==> config.mk <==
export PLATFORM = sky130hd
export DESIGN_NAME = chc_config_regs
export DESIGN_NICKNAME = d
export VERILOG_FILES = /design/src/rtl/chc_serial_slave.v /design/src/rtl/chc_config_regs.v
export VERILOG_INCLUDE_DIRS = /design/src /design/src/inc
export SDC_FILE = /design/constraint.sdc
export NUM_CORES = 1
export LEC_CHECK = 0
export BUFFER_PORTS_ARGS = -buffer_cell sky130_fd_sc_hd__buf_2
export CORE_UTILIZATION = 63
export CTS_CLUSTER_SIZE = 12
export DETAILED_ROUTE_END_ITERATION = 12
export PLACE_DENSITY = 0.95
export SETUP_SLACK_MARGIN = 0.2
export SYNTH_ARGS = -nofsm -noshare
export SYNTH_HDL_FRONTEND = slang
export SYNTH_HIERARCHICAL = 1
export SYNTH_SLANG_ARGS = --single-unit
==> constraint.sdc <==
create_clock -name ref_clk_in -period 27.3 [get_ports ref_clk_in]
set_clock_uncertainty 0.15 [all_clocks]
set_input_delay 4.095 -clock ref_clk_in [delete_from_list [all_inputs] [get_ports ref_clk_in]]
set_output_delay 4.095 -clock ref_clk_in [all_outputs]
set_load 0.02 [all_outputs]
==> src/inc/chc_defs.vh <==
// constants for the charger configuration and current register bank
`ifndef CHC_DEFS_VH
`define CHC_DEFS_VH

// serial slave address and register space
`define CHC_SLAVE_ADDR       7'h6B
`define CHC_NUM_REGS         4'h8
`define CHC_IDX_INPUT_SRC    3'h0
`define CHC_IDX_POWER_ON_CFG 3'h1
`define CHC_IDX_CHG_CURRENT  3'h2
`define CHC_IDX_PRECHG_TERM  3'h3
`define CHC_IDX_CHG_VOLTAGE  3'h4
`define CHC_IDX_TERM_TIMER   3'h5
`define CHC_IDX_IR_THERMAL   3'h6
`define CHC_IDX_MISC         3'h7

// reset values
`define CHC_RST_INPUT_SRC    8'h3D
`define CHC_RST_POWER_ON_CFG 8'h1B
`define CHC_RST_CHG_CURRENT  8'h20
`define CHC_RST_PRECHG_TERM  8'h11
`define CHC_RST_CHG_VOLTAGE  8'h9A
`define CHC_RST_TERM_TIMER   8'h9A
`define CHC_RST_IR_THERMAL   8'h03
`define CHC_RST_MISC         8'h4B

// power-on configuration fields
`define CHC_POC_REG_RESET    7
`define CHC_POC_WD_RESTART   6
`define CHC_POC_MODE_HI      5
`define CHC_POC_MODE_LO      4
`define CHC_POC_SYSMIN_HI    3
`define CHC_POC_SYSMIN_LO    1
`define CHC_POC_BOOST_SEL    0
`define CHC_POC_STORE_MASK   8'h3F

// charge current control fields
`define CHC_CCC_FAST_HI      7
`define CHC_CCC_FAST_LO      2
`define CHC_CCC_RESERVED     1
`define CHC_CCC_FORCE        0
`define CHC_CCC_STORE_MASK   8'hFD

// precharge field inside the precharge/termination register
`define CHC_PTC_PRE_HI       7
`define CHC_PTC_PRE_LO       4

// mode select encodings
`define CHC_MODE_DISABLE     2'h0
`define CHC_MODE_CHARGE      2'h1

// analog scaling, in millivolts and milliamps
`define CHC_SYSMIN_OFFSET_MV 13'h0BB8
`define CHC_SYSMIN_STEP_MV   13'h0064
`define CHC_BOOST_LO_MA      11'h1F4
`define CHC_BOOST_HI_MA      11'h514
`define CHC_FAST_OFFSET_MA   13'h0200
`define CHC_FAST_STEP_MA     13'h0040
`define CHC_PRE_OFFSET_MA    13'h0080
`define CHC_PRE_STEP_MA      13'h0080
`define CHC_FORCE_FAST_DIV   13'h0005
`define CHC_FORCE_PRE_SHIFT  1

`endif

==> src/rtl/chc_serial_slave.v <==
// two-wire serial slave: byte framing, address match, register pointer
`timescale 1ns/1ns
`include "chc_defs.vh"

module chc_serial_slave (
  // clock and reset
  input  wire       ref_clk_in,
  input  wire       rstn_in,
  // serial pins
  input  wire       scl_in,
  input  wire       sda_in,
  output reg        sda_oe_n_out,
  // register side
  output reg        wr_en_out,
  output reg  [2:0] wr_addr_out,
  output reg  [7:0] wr_data_out,
  output wire [2:0] rd_addr_out,
  input  wire [7:0] rd_data_in
);

  localparam ST_IDLE = 3'h0;
  localparam ST_RX   = 3'h1;
  localparam ST_ACK  = 3'h2;
  localparam ST_TX   = 3'h3;
  localparam ST_MACK = 3'h4;

  localparam KIND_DEV  = 2'h0;
  localparam KIND_REG  = 2'h1;
  localparam KIND_DATA = 2'h2;

  reg  [2:0] scl_sync;
  reg  [2:0] sda_sync;
  reg        scl_f;
  reg        sda_f;
  reg        scl_prev;
  reg        sda_prev;
  reg  [2:0] state;
  reg  [3:0] cnt;
  reg  [7:0] shreg;
  reg  [1:0] kind;
  reg        rw;
  reg  [3:0] ptr;
  reg        mack;

  wire scl_rise = scl_f & ~scl_prev;
  wire scl_fall = ~scl_f & scl_prev;
  wire start_c  = scl_f & scl_prev & sda_prev & ~sda_f;
  wire stop_c   = scl_f & scl_prev & ~sda_prev & sda_f;

  // index inside the implemented register window
  function in_window;
    input [3:0] idx;
    begin
      in_window = (idx < `CHC_NUM_REGS);
    end
  endfunction

  assign rd_addr_out = ptr[2:0];

  // three-stage pin capture; a level counts once stages two and three agree
  always @(posedge ref_clk_in or negedge rstn_in) begin
    if (!rstn_in) begin
      scl_sync <= 3'h7;
      sda_sync <= 3'h7;
      scl_f    <= 1'b1;
      sda_f    <= 1'b1;
      scl_prev <= 1'b1;
      sda_prev <= 1'b1;
    end else begin
      scl_sync <= {scl_sync[1:0], scl_in};
      sda_sync <= {sda_sync[1:0], sda_in};
      if (scl_sync[1] == scl_sync[2]) begin
        scl_f <= scl_sync[2];
      end
      if (sda_sync[1] == sda_sync[2]) begin
        sda_f <= sda_sync[2];
      end
      scl_prev <= scl_f;
      sda_prev <= sda_f;
    end
  end

  // byte state machine; sda only changes while scl is low
  always @(posedge ref_clk_in or negedge rstn_in) begin
    if (!rstn_in) begin
      state        <= ST_IDLE;
      cnt          <= 4'h0;
      shreg        <= 8'h00;
      kind         <= KIND_DEV;
      rw           <= 1'b0;
      ptr          <= 4'h0;
      mack         <= 1'b1;
      sda_oe_n_out <= 1'b1;
      wr_en_out    <= 1'b0;
      wr_addr_out  <= 3'h0;
      wr_data_out  <= 8'h00;
    end else begin
      wr_en_out <= 1'b0;
      if (start_c) begin
        state        <= ST_RX;
        cnt          <= 4'h0;
        kind         <= KIND_DEV;
        sda_oe_n_out <= 1'b1;
      end else if (stop_c) begin
        state        <= ST_IDLE;
        sda_oe_n_out <= 1'b1;
      end else begin
        case (state)
          ST_RX: begin
            if (scl_rise) begin
              shreg <= {shreg[6:0], sda_f};
              cnt   <= cnt + 4'h1;
            end else if (scl_fall && cnt == 4'h8) begin
              state        <= ST_ACK;
              sda_oe_n_out <= 1'b0;
              case (kind)
                KIND_DEV: begin
                  // other addresses are left unanswered
                  if (shreg[7:1] == `CHC_SLAVE_ADDR) begin
                    rw <= shreg[0];
                  end else begin
                    state        <= ST_IDLE;
                    sda_oe_n_out <= 1'b1;
                  end
                end
                KIND_REG: begin
                  // undefined register index answers with a nack
                  if (in_window(shreg[3:0]) && shreg[7:4] == 4'h0) begin
                    ptr <= shreg[3:0];
                  end else begin
                    state        <= ST_IDLE;
                    sda_oe_n_out <= 1'b1;
                  end
                end
                default: begin
                  if (in_window(ptr)) begin
                    wr_en_out   <= 1'b1;
                    wr_addr_out <= ptr[2:0];
                    wr_data_out <= shreg;
                    ptr         <= ptr + 4'h1;
                  end else begin
                    state        <= ST_IDLE;
                    sda_oe_n_out <= 1'b1;
                  end
                end
              endcase
            end
          end
          ST_ACK: begin
            if (scl_fall) begin
              cnt <= 4'h0;
              if (rw && kind == KIND_DEV) begin
                // reads past the window return zero; a zero bit is a pulled-low line
                state        <= ST_TX;
                sda_oe_n_out <= in_window(ptr) ? rd_data_in[7] : 1'b0;
                shreg        <= in_window(ptr) ? {rd_data_in[6:0], 1'b0} : 8'h00;
              end else begin
                state        <= ST_RX;
                sda_oe_n_out <= 1'b1;
                kind         <= (kind == KIND_DEV) ? KIND_REG : KIND_DATA;
              end
            end
          end
          ST_TX: begin
            if (scl_rise) begin
              cnt <= cnt + 4'h1;
            end else if (scl_fall) begin
              if (cnt == 4'h8) begin
                state        <= ST_MACK;
                sda_oe_n_out <= 1'b1;
                ptr          <= in_window(ptr) ? ptr + 4'h1 : ptr;
              end else begin
                sda_oe_n_out <= shreg[7];
                shreg        <= {shreg[6:0], 1'b0};
              end
            end
          end
          ST_MACK: begin
            if (scl_rise) begin
              mack <= sda_f;
            end else if (scl_fall) begin
              cnt <= 4'h0;
              if (!mack) begin
                state        <= ST_TX;
                sda_oe_n_out <= in_window(ptr) ? rd_data_in[7] : 1'b0;
                shreg        <= in_window(ptr) ? {rd_data_in[6:0], 1'b0} : 8'h00;
              end else begin
                state <= ST_IDLE;
              end
            end
          end
          default: begin
            state        <= ST_IDLE;
            sda_oe_n_out <= 1'b1;
          end
        endcase
      end
    end
  end

endmodule

==> src/rtl/chc_config_regs.v <==
// charger configuration and charge current register bank behind the serial slave
// Notes on behaviour
// - writing one to bit 7 of the power-on configuration register restores every register to its reset value and the bit reads back zero.
// - writing one to bit 6 of the power-on configuration register restarts the host watchdog and the bit clears itself.
// - the mode select decodes 00 as charge off, 01 as charge, 10 and 11 as boost, and resets to 01.
// - the minimum system voltage is 3.0 V plus 0.4, 0.2 and 0.1 V weights and resets to code 101.
// - the fast-charge current is 512 mA plus weights from 64 mA to 2048 mA and resets to 001000.
// - with the force bit set the fast-charge current is cut to 20 percent and the precharge current to 50 percent.
// - the charge current register resets to 00100000 and its reserved bit 1 stays zero.
// - the registers answer at serial address 6BH and indices 00 to 07 are readable and writable.
`timescale 1ns/1ns
`include "chc_defs.vh"

module chc_config_regs (
  // clock and reset
  input  wire        ref_clk_in,
  input  wire        rstn_in,
  // serial pins, open drain data
  input  wire        scl_in,
  input  wire        sda_in,
  output wire        sda_out,
  output wire        sda_oe_n_out,
  // watchdog control
  output reg         watchdog_restart_out,
  // decoded operating settings
  output reg  [1:0]  charge_mode_select_out,
  output reg         charge_enable_out,
  output reg         boost_enable_out,
  output reg  [2:0]  min_system_voltage_out,
  output reg  [12:0] min_system_voltage_mv_out,
  output reg  [10:0] boost_current_limit_ma_out,
  output reg  [5:0]  fast_charge_current_out,
  output reg         reduced_current_force_out,
  output reg  [12:0] fast_charge_current_ma_out,
  output reg  [12:0] precharge_current_ma_out,
  // raw register images for the other regulation loops
  output reg  [7:0]  input_source_control_out,
  output reg  [7:0]  precharge_termination_control_out,
  output reg  [7:0]  charge_voltage_control_out,
  output reg  [7:0]  term_timer_control_out,
  output reg  [7:0]  ir_thermal_control_out,
  output reg  [7:0]  misc_operation_control_out
);

  reg  [7:0] regs [0:7];
  reg        sda_low;
  wire       wr_en;
  wire [2:0] wr_addr;
  wire [7:0] wr_data;
  wire [2:0] rd_addr;
  wire [7:0] rd_data;
  integer    i;

  // reset value of each register index
  function [7:0] reset_value;
    input [2:0] idx;
    begin
      case (idx)
        `CHC_IDX_INPUT_SRC:    reset_value = `CHC_RST_INPUT_SRC;
        `CHC_IDX_POWER_ON_CFG: reset_value = `CHC_RST_POWER_ON_CFG;
        `CHC_IDX_CHG_CURRENT:  reset_value = `CHC_RST_CHG_CURRENT;
        `CHC_IDX_PRECHG_TERM:  reset_value = `CHC_RST_PRECHG_TERM;
        `CHC_IDX_CHG_VOLTAGE:  reset_value = `CHC_RST_CHG_VOLTAGE;
        `CHC_IDX_TERM_TIMER:   reset_value = `CHC_RST_TERM_TIMER;
        `CHC_IDX_IR_THERMAL:   reset_value = `CHC_RST_IR_THERMAL;
        default:               reset_value = `CHC_RST_MISC;
      endcase
    end
  endfunction

  // milliamp value of a fast-charge code
  function [12:0] fast_scale;
    input [5:0] code;
    begin
      fast_scale = `CHC_FAST_OFFSET_MA + `CHC_FAST_STEP_MA * {7'h00, code};
    end
  endfunction

  // milliamp value of a precharge code
  function [12:0] pre_scale;
    input [3:0] code;
    begin
      pre_scale = `CHC_PRE_OFFSET_MA + `CHC_PRE_STEP_MA * {9'h000, code};
    end
  endfunction

  chc_serial_slave u_slave (
    .ref_clk_in   (ref_clk_in),
    .rstn_in      (rstn_in),
    .scl_in       (scl_in),
    .sda_in       (sda_in),
    .sda_oe_n_out (sda_oe_n_out),
    .wr_en_out    (wr_en),
    .wr_addr_out  (wr_addr),
    .wr_data_out  (wr_data),
    .rd_addr_out  (rd_addr),
    .rd_data_in   (rd_data)
  );

  // self-clearing bits are never stored, so reads always return zero
  assign rd_data = regs[rd_addr];
  assign sda_out = sda_low;

  // register writes; the reset request wins over the stored fields of the same byte, but a restart bit in it still pulses
  always @(posedge ref_clk_in or negedge rstn_in) begin
    if (!rstn_in) begin
      for (i = 0; i < 8; i = i + 1) begin
        regs[i] <= reset_value(i[2:0]);
      end
      watchdog_restart_out <= 1'b0;
      sda_low              <= 1'b0;
    end else begin
      sda_low              <= 1'b0;
      watchdog_restart_out <= 1'b0;
      if (wr_en) begin
        if (wr_addr == `CHC_IDX_POWER_ON_CFG) begin
          if (wr_data[`CHC_POC_WD_RESTART]) begin
            watchdog_restart_out <= 1'b1;
          end
          if (wr_data[`CHC_POC_REG_RESET]) begin
            for (i = 0; i < 8; i = i + 1) begin
              regs[i] <= reset_value(i[2:0]);
            end
          end else begin
            regs[wr_addr] <= wr_data & `CHC_POC_STORE_MASK;
          end
        end else if (wr_addr == `CHC_IDX_CHG_CURRENT) begin
          regs[wr_addr] <= wr_data & `CHC_CCC_STORE_MASK;
        end else begin
          regs[wr_addr] <= wr_data;
        end
      end
    end
  end

  // decode fields into operating values, registered so every output is a flop
  always @(posedge ref_clk_in or negedge rstn_in) begin
    if (!rstn_in) begin
      charge_mode_select_out            <= 2'h0;
      charge_enable_out                 <= 1'b0;
      boost_enable_out                  <= 1'b0;
      min_system_voltage_out            <= 3'h0;
      min_system_voltage_mv_out         <= 13'h0000;
      boost_current_limit_ma_out        <= 11'h000;
      fast_charge_current_out           <= 6'h00;
      reduced_current_force_out         <= 1'b0;
      fast_charge_current_ma_out        <= 13'h0000;
      precharge_current_ma_out          <= 13'h0000;
      input_source_control_out          <= 8'h00;
      precharge_termination_control_out <= 8'h00;
      charge_voltage_control_out        <= 8'h00;
      term_timer_control_out            <= 8'h00;
      ir_thermal_control_out            <= 8'h00;
      misc_operation_control_out        <= 8'h00;
    end else begin
      charge_mode_select_out <=
        regs[`CHC_IDX_POWER_ON_CFG][`CHC_POC_MODE_HI:`CHC_POC_MODE_LO];
      charge_enable_out <= (regs[`CHC_IDX_POWER_ON_CFG][`CHC_POC_MODE_HI:`CHC_POC_MODE_LO]
                            == `CHC_MODE_CHARGE);
      boost_enable_out  <= regs[`CHC_IDX_POWER_ON_CFG][`CHC_POC_MODE_HI];
      min_system_voltage_out <=
        regs[`CHC_IDX_POWER_ON_CFG][`CHC_POC_SYSMIN_HI:`CHC_POC_SYSMIN_LO];
      min_system_voltage_mv_out <= `CHC_SYSMIN_OFFSET_MV + `CHC_SYSMIN_STEP_MV *
        {10'h000, regs[`CHC_IDX_POWER_ON_CFG][`CHC_POC_SYSMIN_HI:`CHC_POC_SYSMIN_LO]};
      boost_current_limit_ma_out <= regs[`CHC_IDX_POWER_ON_CFG][`CHC_POC_BOOST_SEL] ?
        `CHC_BOOST_HI_MA : `CHC_BOOST_LO_MA;
      fast_charge_current_out <=
        regs[`CHC_IDX_CHG_CURRENT][`CHC_CCC_FAST_HI:`CHC_CCC_FAST_LO];
      reduced_current_force_out <= regs[`CHC_IDX_CHG_CURRENT][`CHC_CCC_FORCE];
      // the divide by five is a constant divider; area traded for exact scaling
      if (regs[`CHC_IDX_CHG_CURRENT][`CHC_CCC_FORCE]) begin
        fast_charge_current_ma_out <=
          fast_scale(regs[`CHC_IDX_CHG_CURRENT][`CHC_CCC_FAST_HI:`CHC_CCC_FAST_LO])
          / `CHC_FORCE_FAST_DIV;
        precharge_current_ma_out <=
          pre_scale(regs[`CHC_IDX_PRECHG_TERM][`CHC_PTC_PRE_HI:`CHC_PTC_PRE_LO])
          >> `CHC_FORCE_PRE_SHIFT;
      end else begin
        fast_charge_current_ma_out <=
          fast_scale(regs[`CHC_IDX_CHG_CURRENT][`CHC_CCC_FAST_HI:`CHC_CCC_FAST_LO]);
        precharge_current_ma_out <=
          pre_scale(regs[`CHC_IDX_PRECHG_TERM][`CHC_PTC_PRE_HI:`CHC_PTC_PRE_LO]);
      end
      input_source_control_out          <= regs[`CHC_IDX_INPUT_SRC];
      precharge_termination_control_out <= regs[`CHC_IDX_PRECHG_TERM];
      charge_voltage_control_out        <= regs[`CHC_IDX_CHG_VOLTAGE];
      term_timer_control_out            <= regs[`CHC_IDX_TERM_TIMER];
      ir_thermal_control_out            <= regs[`CHC_IDX_IR_THERMAL];
      misc_operation_control_out        <= regs[`CHC_IDX_MISC];
    end
  end

endmodule

==> flow_metrics.py, run 1 <==
metrics = {
    "sta": {
        "slew_violations": 0,
        "finalSetupTns_ps": 0,
        "min_period_over_period_pct": 39.2,
        "min_period_ps": 10700,
        "rsz0062_at_grt": "false",
        "fmax_ghz": 0.0934,
        "tightest_slew_ps": 1090,
        "max_slew_margin_pct": 27.5,
        "setup_viol": 0,
        "finalHoldViolCount": 0,
    },
    "synth": {
        "ys_warn_count": 6,
        "yosys_most_used_dff": "dfrtp_1",
        "synth_edf_count": 0,
        "synth.distinct_cells": 111,
        "syn_area_per_cell_um2": 10.5,
        "ys_ff_latch": 202,
        "syn_inst": 980,
        "syn_area_mm2": 0.0103,
        "async_reset_ff_share_pct": 100,
        "ys_seq_area_share_pct": 49.5,
    },
    "detailed_routing": {
        "dr_wl_met2_um": 13000,
        "highest_layer": "met4",
        "drtAntennaViolNets": 0,
        "wl_um": 27400,
        "vias_per_cell": 6.65,
        "drc": 0,
        "vias": 8560,
        "drtIter0Drc": 1023,
        "m1WireLength_um": 10000,
        "wl_met3_um": 3080,
        "wl_per_cell_um": 21.3,
        "dr.pass1.iters": 9,
    },
    "clocking": {
        "ctsResizeCount": 0,
        "path_clk_slew_ps": 60,
        "cts_tree": "done",
        "post_cts_buffers": 0,
        "cts_sinks": 202,
        "cts_buffer_depth": 3,
        "cts_root_buffer": "clkbuf_16",
        "clock_latency_ps": 500,
        "postCtsHoldBufs": 0,
        "cts_made_buffers": 22,
        "htree_levels": 1,
    },
    "grt": {
        "grt_max_degree": 140,
        "grt_usage_pct": 33.6,
        "overflow": 0,
        "grt_pass1_vias": 8340,
        "grt_pass1_wl_um": 43800,
        "grt_antenna_before_repair": 0,
    },
    "placed_design": {
        "finalWeightedCongestion": 0.911,
        "postPlaceCellArea_mm2": 0.0108,
        "port_buffers": 103,
        "dp_hpwl_um": 17900,
    },
    "setup_path": {
        "crit_slowest_cell": "dfstp_2",
        "worstSetupPathType": "reg2reg",
        "crit_path_max_incr_delay_ps": 660,
        "crit_required_ps": 27530,
        "critPathMaxFanout": 15,
        "worstPathArrival_ps": 10930,
        "cpMostUsedCell": "ha_1",
        "rrSetupSlack_ps": 16600,
        "reg2regPathDepth": 37,
        "cp-end-kind": "register",
        "startpoint_type": "register",
    },
    "die": {
        "core_mm2": 0.0159,
        "row_count": 46,
        "io_pins": 119,
        "die_y_um": 130,
        "die_w_um": 130,
        "die_area_mm2": 0.0169,
        "initial_core_util_pct": 64.7,
    },
    "pwr": {
        "p_leak_nw": 5.30,
        "vdd_ir_drop_max_mv": 0.0558,
        "finalPower_w": 0.000689,
        "power_density_mw_per_mm2": 60.0,
        "p_int_w": 0.000510,
        "comb_power_share_pct": 10.8,
        "swShare_pct": 26.0,
        "clock_power_share_pct": 41.0,
        "switchingPower_w": 0.000179,
        "seqPwrFrac_pct": 48.2,
    },
    "min_path": {
        "holdPathStages": 0,
        "min_path_type": "reg2reg",
    },
    "finish": {
        "area_growth_pct": 11.4,
        "fin_nets": 1081,
        "regArea_mm2": 0.00510,
        "insertedDiodeCount": 0,
        "multi_input_area_mm2": 0.00471,
        "layout-drive-gt1-share_pct": 23.8,
        "final_area_mm2": 0.0115,
        "nFillCells": 1016,
    },
    "outcome": {
        "outcome": "complete, no violations",
    },
    "run": {
        "drv_cap": 0,
    },
}
==> worst max-delay path: cells and delay by family, from the launching register on <==
| family | cells | cell delay (ps) |
|---|---|---|
| AND/OR/NAND/NOR | 12 | 3190 |
| flip-flops | 1 | 660 |
| AO/OA/AOI/OAI | 11 | 2830 |
| multiplexers | 2 | 370 |
| XOR/XNOR | 1 | 330 |
| buffers and inverters | 4 | 520 |
| adder cells (fa/ha/maj) | 7 | 2490 |
==> power by group through the flow <==
stage | sequential [W] | clock, W | combinational [W]
4_1_cts | 0.000331 | 0.000286 | 0.0000735
3_3_place_gp | 0.000335 | 0 | 0.0000684
2_1_floorplan | 0.000326 | 0 | 0.0000626
6_report | 0.000332 | 0.000283 | 0.0000744
3_5_place_dp | 0.000336 | 0 | 0.0000721
5_1_grt | 0.000333 | 0.000298 | 0.0000814
==> state kept, by name, indices dropped and copies added (netlist names), 6 cells and up <==
name                               count
u_slave/shreg                          8
ir_thermal_control_out                 8
input_source_control_out               8
charge_voltage_control_out             8
u_slave/wr_data_out                    8
misc_operation_control_out             8
regs                                  64
min_system_voltage_mv_out              8
precharge_current_ma_out               6
fast_charge_current_ma_out            13
term_timer_control_out                 8
precharge_termination_control_out      8
fast_charge_current_out                6
==> Yosys cell counts, types with 6 or more instances <==
library cell	count	area, µm²
buf_4	27	203
nand2_1	119	447
buf_2	11	55.1
mux2_2	18	203
buf_1	8	30.0
nand3_1	33	165
o211ai_1	8	60.1
o21ai_0	45	225
nor3_1	15	75.1
xnor2_1	9	78.8
a21oi_1	64	320
mux4_2	16	360
o22a_1	6	52.6
dfrtp_1	164	4100
a31oi_1	11	68.8
mux2i_1	24	240
dfstp_2	38	998
a21o_1	7	52.6
o31ai_1	6	45.0
xor2_1	9	78.8
nand2b_1	10	62.6
clkbuf_1	23	86.3
a22o_1	8	70.1
inv_1	35	131
a211oi_1	6	45.0
nor2b_1	10	62.6
o22ai_1	8	50.1
ha_1	22	275
o21a_1	6	45.0
nor3b_1	7	52.6
nor2_1	61	229
==> path summary, 6_finish.rpt <==
| check | start | endpoint |
|---|---|---|
| setup / recovery | regs[45]$_DFFE_PN1P_ | fast_charge_current_ma_out[0]$_DFF_PN0_ |
| hold / removal | u_slave/scl_sync[0]$_DFF_PN1_ | u_slave/scl_sync[1]$_DFF_PN1_ |
| setup reg to reg | regs[45]$_DFFE_PN1P_ | fast_charge_current_ma_out[0]$_DFF_PN0_ |
| hold reg to reg | u_slave/scl_sync[0]$_DFF_PN1_ | u_slave/scl_sync[1]$_DFF_PN1_ |
| max in group asynchronous | rstn_in | fast_charge_current_ma_out[3]$_DFF_PN0_ |
| min in group asynchronous | rstn_in | term_timer_control_out[1]$_DFF_PN0_ |
==> cell families after synthesis <==
| family | count (synthesis) | share of synthesized area, % |
|---|---|---|
| compound gates | 250 | 17.4 |
| flops | 202 | 49.5 |
| simple gates | 313 | 15.2 |
| buf+inv | 111 | 5.39 |
| xor+xnor | 18 | 1.53 |
| other cells | 2 | 0.0728 |
| mux | 60 | 8.08 |
| fa+ha+maj | 24 | 2.86 |
==> area by class of cell <==
type / count / share of cell area [%]
Inverter: 38 / 1.24
Multi-Input combinational cell: 681 / 41.0
Tap cell: 216 / 2.35
Sequential cell: 202 / 44.4
Timing Repair Buffer: 110 / 5.02
Clock buffer: 36 / 5.52
Clock inverter: 4 / 0.446
==> layer usage <==
metal	GRT usage, %	vias to the layer above
met4	15.8	0
met1	42.4	4137
li1	-	3654
met2	54.8	615
met5	0	-
met3	8.24	154
==> placed cells by master, fill, tap and decap left out, types with 12 or more instances in the layout <==
cell	Yosys	layout
dfstp_2	38	38
buf_2	11	102
o21ai_0	45	45
dfrtp_1	164	164
mux2_2	18	18
ha_1	22	22
nor2_1	61	61
a21oi_1	64	64
conb_1	2	16
nand2_1	119	119
mux4_2	16	16
clkbuf_1	23	12
nand3_1	33	33
clkbuf_16	0	23
nor3_1	15	14
inv_1	35	35
mux2i_1	24	24
==> metrics by stage <==
stage               util (%)  hold slack [ps]  worst slack (ps)  instances
floorplan                  -              195             18360        994
global placement        67.8              196             17470       1247
detailed placement      67.8              199             16970       1247
CTS                     72.1              206             16810       1287
global route            72.1              211             15830       1287
finish                  72.1              205             16600       1287
(Power assumes the default switching activity.)
==> run 2: changes to the inputs <==
--- a/config.mk
+++ b/config.mk
@@ -7,10 +7,10 @@
 export NUM_CORES = 1
 export LEC_CHECK = 0
 export BUFFER_PORTS_ARGS = -buffer_cell sky130_fd_sc_hd__buf_2
-export CORE_UTILIZATION = 63
+export CORE_UTILIZATION = 59
 export CTS_CLUSTER_SIZE = 12
 export DETAILED_ROUTE_END_ITERATION = 12
-export PLACE_DENSITY = 0.95
+export PLACE_DENSITY = 0.9
 export SETUP_SLACK_MARGIN = 0.2
 export SYNTH_ARGS = -nofsm -noshare
 export SYNTH_HDL_FRONTEND = slang
==> constraint.sdc (replaced) <==
create_clock -name ref_clk_in -period 10.2 [get_ports ref_clk_in]
set_clock_uncertainty 0.15 [all_clocks]
set_input_delay 1.53 -clock ref_clk_in [delete_from_list [all_inputs] [get_ports ref_clk_in]]
set_output_delay 1.53 -clock ref_clk_in [all_outputs]
set_load 0.02 [all_outputs]
==> run 2 against run 1 <==
Sequential share of layout area fell by 0.85 points. Register-to-register slack lost 16000 ps. Largest power group unchanged. Final cell count rose by 0.93%. First-iteration DRC count fell by 9.2%. Via count down 1.8%. Utilization shrank 2.4 points. Maximum frequency increased by 13%. Die area rose by 6.7%. Critical path depth unchanged. Sequential power grew to 2.7 times the previous value. Combinational power rose to 2.6 times the previous value. Final area rose by 2.0%.
==> flow_metrics.py, run 2 (synthesis gave the netlist of run 1 again) <==
metrics = {
    "outcome": {
        "outcome": "complete, no violations",
    },
    "setup_path": {
        "worstSetupPathType": "reg2reg",
        "crit_path_max_incr_delay_ps": 630,
        "crit_slowest_cell": "or4_1",
        "worstPathArrival_ps": 9710,
        "critPathMaxFanout": 12,
        "cp-end-kind": "register",
        "crit_required_ps": 10420,
        "rrSetupSlack_ps": 710,
        "startpoint_type": "register",
        "reg2regPathDepth": 37,
        "startpoint": "regs[45]$_DFFE_PN1P_",
        "r2r-end": "fast_charge_current_ma_out[0]$_DFF_PN0_",
        "cpMostUsedCell": "ha_1",
        "reg2reg_from": "regs[45]$_DFFE_PN1P_",
    },
    "sta": {
        "min_period_ps": 9490,
        "rsz0062_at_grt": "false",
        "min_period_over_period_pct": 93.1,
        "tightest_slew_ps": 1010,
        "finalSetupTns_ps": 0,
        "finalHoldViolCount": 0,
        "setup_ws_ps": 707,
        "fmax_ghz": 0.105,
        "max_slew_margin_pct": 32.4,
        "slew_violations": 0,
        "setup_viol": 0,
    },
    "clocking": {
        "cts_tree": "done",
        "path_clk_slew_ps": 60,
        "cts_made_buffers": 22,
        "postCtsHoldBufs": 0,
        "htree_levels": 1,
        "cts_sinks": 202,
        "cts_root_buffer": "clkbuf_16",
        "cts_buffer_depth": 3,
        "clock_latency_ps": 500,
    },
    "pwr": {
        "comb_power_share_pct": 10.2,
        "clock_power_share_pct": 43.5,
        "p_leak_nw": 5.41,
        "swShare_pct": 25.4,
        "switchingPower_w": 0.000486,
        "finalPower_w": 0.00192,
        "power_density_mw_per_mm2": 164,
        "vdd_ir_drop_max_mv": 0.163,
        "p_int_w": 0.00143,
        "seqPwrFrac_pct": 46.3,
    },
    "die": {
        "die_area_mm2": 0.0180,
        "die_w_um": 134,
        "die_y_um": 134,
        "core_mm2": 0.0168,
        "row_count": 47,
        "initial_core_util_pct": 61.3,
        "io_pins": 119,
    },
    "detailed_routing": {
        "vias": 8407,
        "drtAntennaViolNets": 0,
        "drtIter0Drc": 929,
        "wl_um": 26800,
        "wl_per_cell_um": 20.7,
        "vias_per_cell": 6.47,
        "dr.pass1.iters": 5,
        "drc": 0,
    },
    "grt": {
        "grt_usage_pct": 30.0,
        "use_met3_pct": 6.80,
        "overflow": 0,
        "grtUsageMet2_pct": 47.6,
        "met1_usage_pct": 40.3,
        "grt.busiest_layer": "met2",
        "grt_antenna_before_repair": 0,
        "grt_max_degree": 129,
        "grt_pass1_vias": 8145,
        "grt_pass1_wl_um": 42500,
    },
    "placed_design": {
        "place_inst": 1254,
        "dp_hpwl_um": 17500,
        "port_buffers": 103,
        "dp_slack_ps": 240,
        "finalWeightedCongestion": 0.895,
    },
    "min_path": {
        "holdPathStages": 0,
        "hold_start": "u_slave/scl_sync[0]$_DFF_PN1_",
        "worst_hold_path.endpoint": "u_slave/scl_sync[1]$_DFF_PN1_",
        "min_path_type": "reg2reg",
    },
    "run": {
        "drv_cap": 0,
    },
    "finish": {
        "nFillCells": 1174,
        "layout_common_cells": "163 x dfrtp_1, 119 x nand2_1, 102 x buf_2",
        "area_growth_pct": 13.6,
        "insertedDiodeCount": 0,
        "regArea_mm2": 0.00510,
        "final_common_cell": "dfrtp_1",
        "reg_top3": "regs (64), fast_charge_current_ma_out (13)",
        "top_register": "regs",
        "final_cells": 1299,
        "largest_register_ff_count": 64,
        "fin_nets": 1089,
        "multi_input_area_mm2": 0.00480,
        "layout-drive-gt1-share_pct": 25.5,
    },
}
run 2: changes by cell type in the layout (fill, tap and decap cells not counted), sizes merged:
cell      previous run  this run
clkbuf              37        36
buf                109       117
bufinv               1         3
clkinvlp             1         0
run 2: metrics by stage:
step	instance area, µm²	utilization (%)	hold slack, ps
after floorplan	10400	-	195
after global placement	10800	64.5	197
after detailed placement	10800	64.5	198
after CTS	11600	69.0	207
after global routing	11700	69.7	208
final	11700	69.7	206
run 2: final cells by class:
type	count	share of cell area (%)
Inverter	38	1.22
Sequential cell	202	43.5
Multi-Input combinational cell	681	41.0
Timing Repair Buffer	118	5.43
Tap cell	220	2.35
Clock inverter	5	0.854
Clock buffer	35	5.64
run 2: power groups by stage:
| stage | combinational, W | sequential, W | clock, W |
|---|---|---|---|
| floorplan | 0.000167 | 0.000874 | 0 |
| global placement | 0.000184 | 0.000897 | 0 |
| detailed placement | 0.000194 | 0.000898 | 0 |
| CTS | 0.000196 | 0.000886 | 0.000845 |
| global route | 0.000217 | 0.000894 | 0.000876 |
| finish | 0.000196 | 0.000888 | 0.000834 |
run 2: how the worst max path moves through the flow:
stage,endpoint,cells after the start,slack [ps]
after CTS,fast_charge_current_ma_out[0]$_DFF_PN0_,38,200
after global routing,fast_charge_current_ma_out[0]$_DFF_PN0_,38,110
after global placement,fast_charge_current_ma_out[0]$_DFF_PN0_,37,680
after detailed placement,fast_charge_current_ma_out[0]$_DFF_PN0_,37,240
after floorplan,fast_charge_current_ma_out[0]$_DFF_PN0_,41,1260
final,fast_charge_current_ma_out[0]$_DFF_PN0_,37,710
run 2: critical path, delay by kind of cell, from the launching register on:
family	cells	cell delay (ps)
compound gates	13	3350
flops	1	590
xor+xnor	1	240
buf+inv	4	450
fa+ha+maj	7	1860
simple gates	10	2350
mux	2	360
run 2: metal layers:
| layer | vias to the layer above | share of wire (%) |
|---|---|---|
| met5 | - | 0 |
| met4 | 0 | 3.4 |
| met3 | 96 | 10 |
| met2 | 546 | 47 |
| met1 | 4096 | 39 |
| li1 | 3669 | - |
run 2: what timing repair did:
action / in CTS / in global routing
endpoints found under the setup margin: 1 / 2
setup buffers: 0 / 5
pin swaps: 0 / 3
gates resized for setup: 2 / 12
